===== src/rtl/pfd_regs.vh =====
// Constants for the phase detector and lock output block
`ifndef PFD_REGS_VH
`define PFD_REGS_VH
`define PFD_PCT_W        7
`define PFD_FINE_PCT_00  7'h46
`define PFD_FINE_PCT_01  7'h50
`define PFD_FINE_PCT_10  7'h5A
`define PFD_FINE_PCT_11  7'h64
`define PFD_COARSE_PCT_00 7'h19
`define PFD_COARSE_PCT_01 7'h32
`define PFD_COARSE_PCT_10 7'h4B
`define PFD_COARSE_PCT_11 7'h64
`define PFD_MOD_65       7'h41
`define PFD_MOD_64       7'h40
`define PFD_RST_PCT      7'h46
`define PFD_RST_MODULUS  7'h41
`endif

===== src/rtl/pfd_core.v =====
// Phase/frequency detector outputs with lock indicator
`timescale 1ns/1ps
`default_nettype none
`include "pfd_regs.vh"
module pfd_core
(
    // Clock and reset
    input  wire       clock,
    input  wire       rst_n,
    // Divided pulse trains from outside
    input  wire       divided_reference,
    input  wire       divided_vco,
    // Configuration bits
    input  wire       polarity_bit,
    input  wire       detector_select_bit,
    input  wire       lock_detect_enable_bit,
    input  wire       standby_bit,
    input  wire       current_code_high,
    input  wire       current_code_low,
    input  wire       step_size_or_port_bit,
    input  wire       port_mode,
    input  wire       modulus_control,
    // Single-ended pump drive
    output reg        pump_source_en,
    output reg        pump_sink_en,
    output reg        pump_hiz,
    output reg  [6:0] pump_current_pct,
    // Double-ended lines, active low
    output reg        phase_ref_n,
    output reg        phase_vco_n,
    // Lock indicator and prescaler modulus
    output reg        lock_indicator,
    output reg  [6:0] prescale_modulus
);
    // Recovery states after standby
    localparam [1:0] ST_RUN     = 2'h0;
    localparam [1:0] ST_STANDBY = 2'h1;
    localparam [1:0] ST_WAIT    = 2'h2;

    wire [1:0] pin_in;
    wire [1:0] pin_lvl;
    wire [1:0] pin_edge;
    wire       ref_edge;
    wire       vco_edge;
    wire       both;
    reg        ref_flag;
    reg        vco_flag;
    reg        next_ref_flag;
    reg        next_vco_flag;
    reg  [1:0] state;
    reg  [1:0] next_state;
    reg        lead_n;
    reg        lag_n;
    reg  [6:0] next_pct;
    reg  [6:0] next_modulus;
    reg        next_source_en;
    reg        next_sink_en;
    reg        next_hiz;
    reg        next_ref_n;
    reg        next_vco_n;
    reg        next_lock;

    // Channel 0 is the divided reference, channel 1 the divided VCO
    assign pin_in = {divided_vco, divided_reference};

    // Three stages per pin; a level counts once stages two and three agree
    genvar ch;
    generate
        for (ch = 0; ch < 2; ch = ch + 1)
        begin : g_sync
            reg [2:0] stage;
            reg       seen;
            always @(posedge clock)
            begin
                if (!rst_n)
                begin
                    stage <= 3'h0;
                    seen  <= 1'b0;
                end
                else
                begin
                    stage <= {stage[1:0], pin_in[ch]};
                    if (stage[2] == stage[1])
                        seen <= stage[2];
                end
            end
            assign pin_lvl[ch]  = (stage[2] == stage[1]) ? stage[2] : seen;
            assign pin_edge[ch] = pin_lvl[ch] & ~seen;
        end
    endgenerate

    assign ref_edge = pin_edge[0];
    assign vco_edge = pin_edge[1];
    assign both     = ref_flag & vco_flag;

    // After standby, pulses wait for the first VCO edge, which is consumed
    always @*
    begin
        next_state = state;
        case (state)
            ST_RUN:
            begin
                if (standby_bit)
                    next_state = ST_STANDBY;
            end
            ST_STANDBY:
            begin
                if (!standby_bit && vco_edge)
                    next_state = ST_RUN;
                else if (!standby_bit)
                    next_state = ST_WAIT;
            end
            ST_WAIT:
            begin
                if (standby_bit)
                    next_state = ST_STANDBY;
                else if (vco_edge)
                    next_state = ST_RUN;
            end
            default:
                next_state = ST_STANDBY;
        endcase
    end

    // Recovery state register
    always @(posedge clock)
    begin
        if (!rst_n)
            state <= ST_RUN;
        else
            state <= next_state;
    end

    // Edge-set flags, cleared together once both are set
    always @*
    begin
        next_ref_flag = ref_flag;
        next_vco_flag = vco_flag;
        if (standby_bit || state != ST_RUN)
        begin
            next_ref_flag = 1'b0;
            next_vco_flag = 1'b0;
        end
        else if (both)
        begin
            next_ref_flag = 1'b0;
            next_vco_flag = 1'b0;
        end
        else
        begin
            if (ref_edge)
                next_ref_flag = 1'b1;
            if (vco_edge)
                next_vco_flag = 1'b1;
        end
    end

    always @(posedge clock)
    begin
        if (!rst_n)
        begin
            ref_flag <= 1'b0;
            vco_flag <= 1'b0;
        end
        else
        begin
            ref_flag <= next_ref_flag;
            vco_flag <= next_vco_flag;
        end
    end

    // Current step table
    always @*
    begin
        case ({step_size_or_port_bit & ~port_mode, current_code_high, current_code_low})
            3'h0: next_pct = `PFD_FINE_PCT_00;
            3'h1: next_pct = `PFD_FINE_PCT_01;
            3'h2: next_pct = `PFD_FINE_PCT_10;
            3'h3: next_pct = `PFD_FINE_PCT_11;
            3'h4: next_pct = `PFD_COARSE_PCT_00;
            3'h5: next_pct = `PFD_COARSE_PCT_01;
            3'h6: next_pct = `PFD_COARSE_PCT_10;
            default: next_pct = `PFD_COARSE_PCT_11;
        endcase
    end

    // Internal lines: a lone flag pulses its own line, both flags pulse both
    always @*
    begin
        case ({ref_flag, vco_flag})
            2'b01:
            begin
                lead_n = 1'b0;
                lag_n  = 1'b1;
            end
            2'b10:
            begin
                lead_n = 1'b1;
                lag_n  = 1'b0;
            end
            2'b11:
            begin
                lead_n = 1'b0;
                lag_n  = 1'b0;
            end
            default:
            begin
                lead_n = 1'b1;
                lag_n  = 1'b1;
            end
        endcase
    end

    // Output selection by detector select, standby and polarity
    always @*
    begin
        next_modulus = modulus_control ? `PFD_MOD_64 : `PFD_MOD_65;
        if (standby_bit || !detector_select_bit)
        begin
            next_source_en = 1'b0;
            next_sink_en   = 1'b0;
            next_hiz       = 1'b1;
        end
        else
        begin
            next_sink_en   = polarity_bit ? ~lag_n  : ~lead_n;
            next_source_en = polarity_bit ? ~lead_n : ~lag_n;
            next_hiz       = 1'b0;
        end
        if (standby_bit || detector_select_bit)
        begin
            next_ref_n = 1'b1;
            next_vco_n = 1'b1;
        end
        else
        begin
            next_vco_n = polarity_bit ? lag_n  : lead_n;
            next_ref_n = polarity_bit ? lead_n : lag_n;
        end
        if (!lock_detect_enable_bit)
            next_lock = 1'b0;
        else if (standby_bit)
            next_lock = 1'b1;
        else
            next_lock = lead_n & lag_n;
    end

    // Single-ended pump drive registers
    always @(posedge clock)
    begin
        if (!rst_n)
        begin
            pump_source_en <= 1'b0;
            pump_sink_en   <= 1'b0;
            pump_hiz       <= 1'b1;
        end
        else
        begin
            pump_source_en <= next_source_en;
            pump_sink_en   <= next_sink_en;
            pump_hiz       <= next_hiz;
        end
    end

    // Double-ended line registers
    always @(posedge clock)
    begin
        if (!rst_n)
        begin
            phase_ref_n <= 1'b1;
            phase_vco_n <= 1'b1;
        end
        else
        begin
            phase_ref_n <= next_ref_n;
            phase_vco_n <= next_vco_n;
        end
    end

    // Lock indicator register
    always @(posedge clock)
    begin
        if (!rst_n)
        begin
            lock_indicator <= 1'b0;
        end
        else
        begin
            lock_indicator <= next_lock;
        end
    end

    // Current code register
    always @(posedge clock)
    begin
        if (!rst_n)
            pump_current_pct <= `PFD_RST_PCT;
        else
            pump_current_pct <= next_pct;
    end

    // Prescaler modulus register
    always @(posedge clock)
    begin
        if (!rst_n)
            prescale_modulus <= `PFD_RST_MODULUS;
        else
            prescale_modulus <= next_modulus;
    end
endmodule // pfd_core
`default_nettype wire


===== config.mk =====
export PLATFORM = sky130hd
export DESIGN_NAME = pfd_core
export DESIGN_NICKNAME = d
export VERILOG_FILES = /design/src/rtl/pfd_core.v
export VERILOG_INCLUDE_DIRS = /design/src /design/src/rtl
export SDC_FILE = /design/constraint.sdc
export NUM_CORES = 1
export LEC_CHECK = 0
export BUFFER_PORTS_ARGS = -buffer_cell sky130_fd_sc_hd__buf_2
export CELL_PAD_IN_SITES_DETAIL_PLACEMENT = 1
export CELL_PAD_IN_SITES_GLOBAL_PLACEMENT = 2
export CORE_ASPECT_RATIO = 0.7
export CORE_MARGIN = 2
export CORE_UTILIZATION = 29
export CTS_CLUSTER_DIAMETER = 120
export DETAILED_ROUTE_END_ITERATION = 8
export PLACE_DENSITY_LB_ADDON = 0.1
export SYNTH_ARGS = -nofsm -noshare
export SYNTH_HDL_FRONTEND = slang
export SYNTH_SLANG_ARGS = --single-unit
export TNS_END_PERCENT = 100

===== constraint.sdc =====
create_clock -name clock -period 1.5 [get_ports clock]
set_input_delay 0.075 -clock clock [delete_from_list [all_inputs] [get_ports clock]]
set_output_delay 0.075 -clock clock [all_outputs]
set_load 0.005 [all_outputs]

==> key figures, run 1 <==
STA
  • Fin crit period: roughly 1300 ps
  • Final setup TNS: 0 ps
  • Final Hold Fails: 0
  • RSZ-0062 raised after global routing: false
  • Maximum clock rate: around 760 MHz
  • Final setup fails: 0
  • Clock skew: 0.6314 ps
  • Fin crit share: 0.8782
  • Pins over their slew limit: 0

Clocking
  • Worst-path clk slew: 90 ps
  • CTS Sinks: 26
  • Cts bufs inserted: 3
  • Setup Buffers After CTS: 0
  • Clock Latency Late Sink: between 200 and 300 ps
  • CTS root buf: clkbuf_8
  • CTS Buffer Depth: 2
  • CTS tree: built
  • H-Tree Level Count: 1

Die
  • Cell Rows: 17
  • # IOs: 33
  • Die Wd: ~74 µm
  • Die height: 53 µm
  • Initial Util: 0.3097
  • Die area: 0.003922 mm²
  • Core Area: 0.003212 mm²

Global route
  • Overflow after GRT: 0
  • Initial antenna violation count: 0
  • Vias in the first global route: 734
  • Largest net degree at the start of global routing: 16
  • Global-route wire length before repair: about 3200 µm
  • Overall Global Routing Usage: 0.1133

Placement
  • Port bufs: 26
  • GPL Wtd Cong: between 0.6 and 0.7
  • Post-detail-place hpwl: approximately 1400 µm
  • Placed cell count: between 150 and 200

Finish
  • Register area: 520.5 µm²
  • Multi-input gate area: about 420 µm²
  • Share of post-route cells with drive strength above 1: 0.2720
  • Cell Count, Final, Fillers Out: about 170
  • Antenna cells: 0
  • Fillers: about 380
  • Layout Nets: 142
  • Syn-to-layout area delta: 23.65%
  • Most frequent cells in the layout: dfxtp_1 (26), buf_2 (26), nand2_1 (10)

Routing
  • Routed via count: 729
  • Metal-1 WL: a little under 1000 µm
  • Wirelength per Cell: 11.05 µm
  • Wire length on met3: around 110 µm
  • Highest routed metal layer: met4
  • Total Wirelength: 1901 µm
  • Drt first pass iters: 3
  • DRC Markers: 0
  • Drt via density: between 4 and 5
  • Antenna viol nets, final: 0
  • Routed wl met2: ~810 µm
  • Starting DRT DRC Count: 19

Synthesis
  • Syn Inst Count: 97
  • #FFs+latches synth: 26
  • Synth Warn #: 0
  • Mean Syn Cell Area: just over 10 µm²
  • EDFF count, synth: 0
  • Post-synth ARST share: 0
  • Seq/Total Area, Yosys: 0.5233
  • Post-synth cell types: 32
  • Synth Flop Type: dfxtp_1
  • Cell area after synthesis: roughly 990 µm²

Critical path
  • Worst Setup Start Kind: register
  • CP Capture Type: register
  • Critical path cell sequence: inv_1 -> ha_1 -> nor4bb_1 -> a21oi_1 -> o22ai_1
  • CP max stage cell: dfxtp_1
  • Max incr delay on CP: around 380 ps
  • Required time of the worst setup path: roughly 1700 ps
  • Crit-path max FO: 4
  • Cell family contributing the most delay on the critical path: flip-flops
  • Worst Path Arrival: about 1500 ps
  • WS Path Type: reg2reg
  • CP Buf/Inv Count: 1

Flow run
  • Max-Cap Viols: 0

Power
  • Pwr dens: roughly 1200 mW/mm²
  • Worst vdd ir: 0.6356 mV
  • Lkg Pwr: approximately 0.55 nW

Hold path
  • Hold Path Class: in2reg

Outcome
  • Outcome: finished, final reports clean
## layer usage
metal	global-route usage	vias to the layer above
met5	0	-
met4	0.02727	0
met3	0.04571	2
met2	0.1830	20
met1	0.1414	334
li1	-	373
## report_power, final
group,internal (mW),switching (mW)
Clock,0.357,0.212
Combinational,0.0629,0.0640
Sequential,0.715,0.00989
Total,1.13,0.285
## flip-flops by register name, summed over array words and instances (netlist names)
name	flops
state	2
g_sync.seen	2
pump_sink_en	1
pump_hiz	1
phase_vco_n	1
prescale_modulus	1
ref_flag	1
vco_flag	1
pump_source_en	1
lock_indicator	1
g_sync.stage	6
phase_ref_n	1
pump_current_pct	7
## per-stage QoR
stage | hold WS, ps | utilization | area, µm² | total power, mW | setup slack [ps]
6_report | 16.29 | 0.3829 | 1230 | 1.420 | 182.7
5_1_grt | 7.305 | 0.3829 | 1230 | 1.504 | 40.95
4_1_cts | 12.00 | 0.3829 | 1230 | 1.449 | 169.5
3_5_place_dp | 240.3 | 0.3576 | 1149 | 0.8675 | 202.1
3_3_place_gp | 237.5 | 0.3576 | 1149 | 0.8630 | 265.9
2_1_floorplan | 136.9 | - | 1010 | 0.8248 | 332.5
## timing repair
item / in CTS / in global routing
hold buffers: 1 / 0
hold endpoints to repair: 1 / 0
gates resized for setup: 0 / 0
setup endpoints to repair: 0 / 0
## synthesized netlist by cell type, types with 2 or more instances
| cell | count | area (µm²) |
|---|---|---|
| a21boi_0 | 2 | 15.01 |
| o211a_1 | 2 | 20.02 |
| dfxtp_1 | 26 | 520.5 |
| inv_1 | 2 | 7.510 |
| and2_1 | 6 | 37.54 |
| conb_1 | 2 | 7.510 |
| buf_4 | 7 | 52.55 |
| mux2i_1 | 4 | 40.04 |
| or3_1 | 2 | 12.51 |
| o21ai_0 | 4 | 20.02 |
| nand2_1 | 10 | 37.54 |
| nor2_1 | 5 | 18.77 |
| ha_1 | 3 | 37.54 |
| nand2b_1 | 2 | 12.51 |
| and3_1 | 3 | 18.77 |
## layout make-up
| cell class | instances | share of cell area |
|---|---|---|
| clock buffer | 3 | 0.03357 |
| clock inverter | 1 | 0.02442 |
| inverter | 2 | 0.006104 |
| multi-input combinational | 65 | 0.3449 |
| sequential | 26 | 0.4232 |
| tap | 47 | 0.04781 |
| timing repair buffer | 28 | 0.1200 |
## kinds of logic after synthesis
logic type / count (synthesis) / synth area share
and+or+nand+nor: 36 / 0.2101
DFF: 26 / 0.5233
AOI/OAI and AO/OA: 15 / 0.1069
buffers and inverters: 10 / 0.06541
muxes: 4 / 0.04025
adders and majority gates: 3 / 0.03774
other: 2 / 0.007550
xor gates and xnor gates: 1 / 0.008807
## path summary, 6_finish.rpt
kind	start	end	slack [ps]	cells after the start
worst max register to register	state[1]	state[1]	180	5
worst min register to register	g_sync[0].stage[0]	g_sync[0].stage[1]	440	1
worst max-delay path	state[1]	state[1]	180	5
worst min-delay path	divided_vco	g_sync[1].stage[0]	20	2
Power figures use the tool's default switching activity.
==> run 2, diff against run 1 <==
--- a/config.mk
+++ b/config.mk
@@ -7,6 +7,7 @@
 export NUM_CORES = 1
 export LEC_CHECK = 0
 export BUFFER_PORTS_ARGS = -buffer_cell sky130_fd_sc_hd__buf_2
+export CAP_MARGIN = 20
 export CELL_PAD_IN_SITES_DETAIL_PLACEMENT = 1
 export CELL_PAD_IN_SITES_GLOBAL_PLACEMENT = 2
 export CORE_ASPECT_RATIO = 0.7
@@ -14,7 +15,7 @@
 export CORE_UTILIZATION = 29
 export CTS_CLUSTER_DIAMETER = 120
 export DETAILED_ROUTE_END_ITERATION = 8
-export PLACE_DENSITY_LB_ADDON = 0.1
+export PLACE_DENSITY = 0.78
 export SYNTH_ARGS = -nofsm -noshare
 export SYNTH_HDL_FRONTEND = slang
 export SYNTH_SLANG_ARGS = --single-unit
==> key figures, run 2 (synthesized netlist as in run 1, its figures left out) <==
Outcome
  • Outcome: finished, final reports clean

Die
  • # IOs: 33
  • Die Wd: 74 µm
  • Die height: ~53 µm
  • Core Area: ~0.0032 mm²
  • Die area: around 0.0039 mm²
  • Initial Util: 0.3097
  • Cell Rows: 17

Finish
  • Most frequent cells in the layout: dfxtp_1 (26), buf_2 (26), nand2_1 (10)
  • Share of post-route cells with drive strength above 1: 0.2742
  • Biggest regs: pump_current_pct x7, g_sync.stage x6
  • Reg with most FFs: pump_current_pct
  • Fillers: 383
  • Multi-input gate area: between 400 and 500 µm²
  • Register area: 520.5 µm²
  • Largest register FFs: 7
  • Antenna cells: 0
  • Layout Nets: about 140
  • Syn-to-layout area delta: 23.52%

Global route
  • Largest net degree at the start of global routing: 22
  • Initial antenna violation count: 0
  • Overflow after GRT: 0
  • Overall Global Routing Usage: 0.1133
  • Global-route wire length before repair: 3270 µm
  • Vias in the first global route: a little over 700

Clocking
  • Cts bufs inserted: 3
  • Worst-path clk slew: roughly 90 ps
  • CTS Buffer Depth: 2
  • Clock Latency Late Sink: between 200 and 300 ps
  • CTS root buf: clkbuf_8
  • CTS Sinks: 26
  • Setup Buffers After CTS: 0
  • H-Tree Level Count: 1
  • CTS tree: built

Critical path
  • Required time of the worst setup path: roughly 1700 ps
  • CP Capture Type: register
  • Worst Path Arrival: ~1600 ps
  • WS Path Type: reg2reg
  • Crit-path max FO: 6
  • Worst Setup Start Kind: register

Routing
  • Metal-1 WL: 1022 µm
  • Total Wirelength: slightly above 2000 µm
  • Routed wl met2: between 900 and 1000 µm
  • Drt first pass iters: 3
  • DRC Markers: 0
  • Wirelength per Cell: roughly 12 µm
  • Antenna viol nets, final: 0
  • Wire length on met3: ~120 µm
  • Starting DRT DRC Count: 16
  • Highest routed metal layer: met4
  • Routed via count: ~730
  • Drt via density: approximately 4.3

STA
  • Fin crit share: 0.9110
  • Fin crit period: ~1400 ps
  • Final setup fails: 0
  • Final Hold Fails: 0
  • Pins over their slew limit: 0
  • Final hold slack: 12.46 ps
  • Clock skew: approximately 5.5 ps
  • Maximum clock rate: 731.8 MHz

Power
  • Total power: 1.424 mW
  • Worst vdd ir: around 0.42 mV
  • Pwr dens: roughly 1200 mW/mm²
  • Lkg Pwr: between 0.5 and 0.6 nW

Flow run
  • Max-Cap Viols: 0

Placement
  • GPL Wtd Cong: roughly 0.73
  • Port bufs: 26
  • Post-detail-place hpwl: 1544 µm

Hold path
  • Hold Path Class: in2reg
[run 2: cell count changes in the layout (fill, tap and decap cells not counted)]
cell and delta:
buf_4 -1, nor4bb_1 -1, nor4bb_2 +1
[run 2: layout make-up]
cell class	instances	share of cell area
clock buffer	3	0.03360
timing repair buffer	27	0.1141
multi-input combinational	65	0.3503
clock inverter	1	0.02444
sequential	26	0.4236
inverter	2	0.006110
tap	47	0.04786
[run 2: worst max-delay path, stage by stage, from the launching register on]
cell and delay [ps]:
dfxtp_1 370, inv_1 100, ha_1 280, nor4bb_2 310
a21oi_1 70, o22ai_1 160
[run 2: power by group]
| part | internal (mW) | switching, mW | leakage, nW |
|---|---|---|---|
| logic | 0.0628 | 0.0672 | 0.300 |
| registers | 0.715 | 0.0112 | 0.213 |
| clock network | 0.357 | 0.211 | 0.0357 |
| total | 1.13 | 0.290 | 0.549 |
[run 2: layer usage]
layer / vias up / track usage
met5: - / 0
met4: 0 / 0.01818
met3: 2 / 0.04190
met2: 21 / 0.1875
met1: 339 / 0.1435
li1: 369 / -
[run 2: what timing repair did]
| item | CTS | global route |
|---|---|---|
| endpoints found under the setup margin | 0 | 1 |
| resized for setup | 0 | 1 |
| endpoints found under the hold margin | 1 | 0 |
| hold buffers | 1 | 0 |
[run 2: worst paths after layout]
path | start | end | slack [ps] | cells past startpoint
min reg2reg | g_sync[1].stage[0] | g_sync[1].stage[1] | 450 | 1
max reg2reg | state[0] | state[1] | 130 | 5
max | state[0] | state[1] | 130 | 5
min | divided_reference | g_sync[0].stage[0] | 10 | 2
[run 2: stage by stage]
step | instance area, µm² | std cells | util | worst slack (ps) | TNS (ps)
2_1_floorplan | 1010 | 101 | - | 332.5 | 0
3_3_place_gp | 1141 | 166 | 0.3553 | 286.5 | 0
3_5_place_dp | 1141 | 166 | 0.3553 | 135.5 | 0
4_1_cts | 1222 | 171 | 0.3806 | 109.1 | 0
5_1_grt | 1229 | 171 | 0.3825 | -0.6993 | -0.6993
6_report | 1229 | 171 | 0.3825 | 133.5 | 0
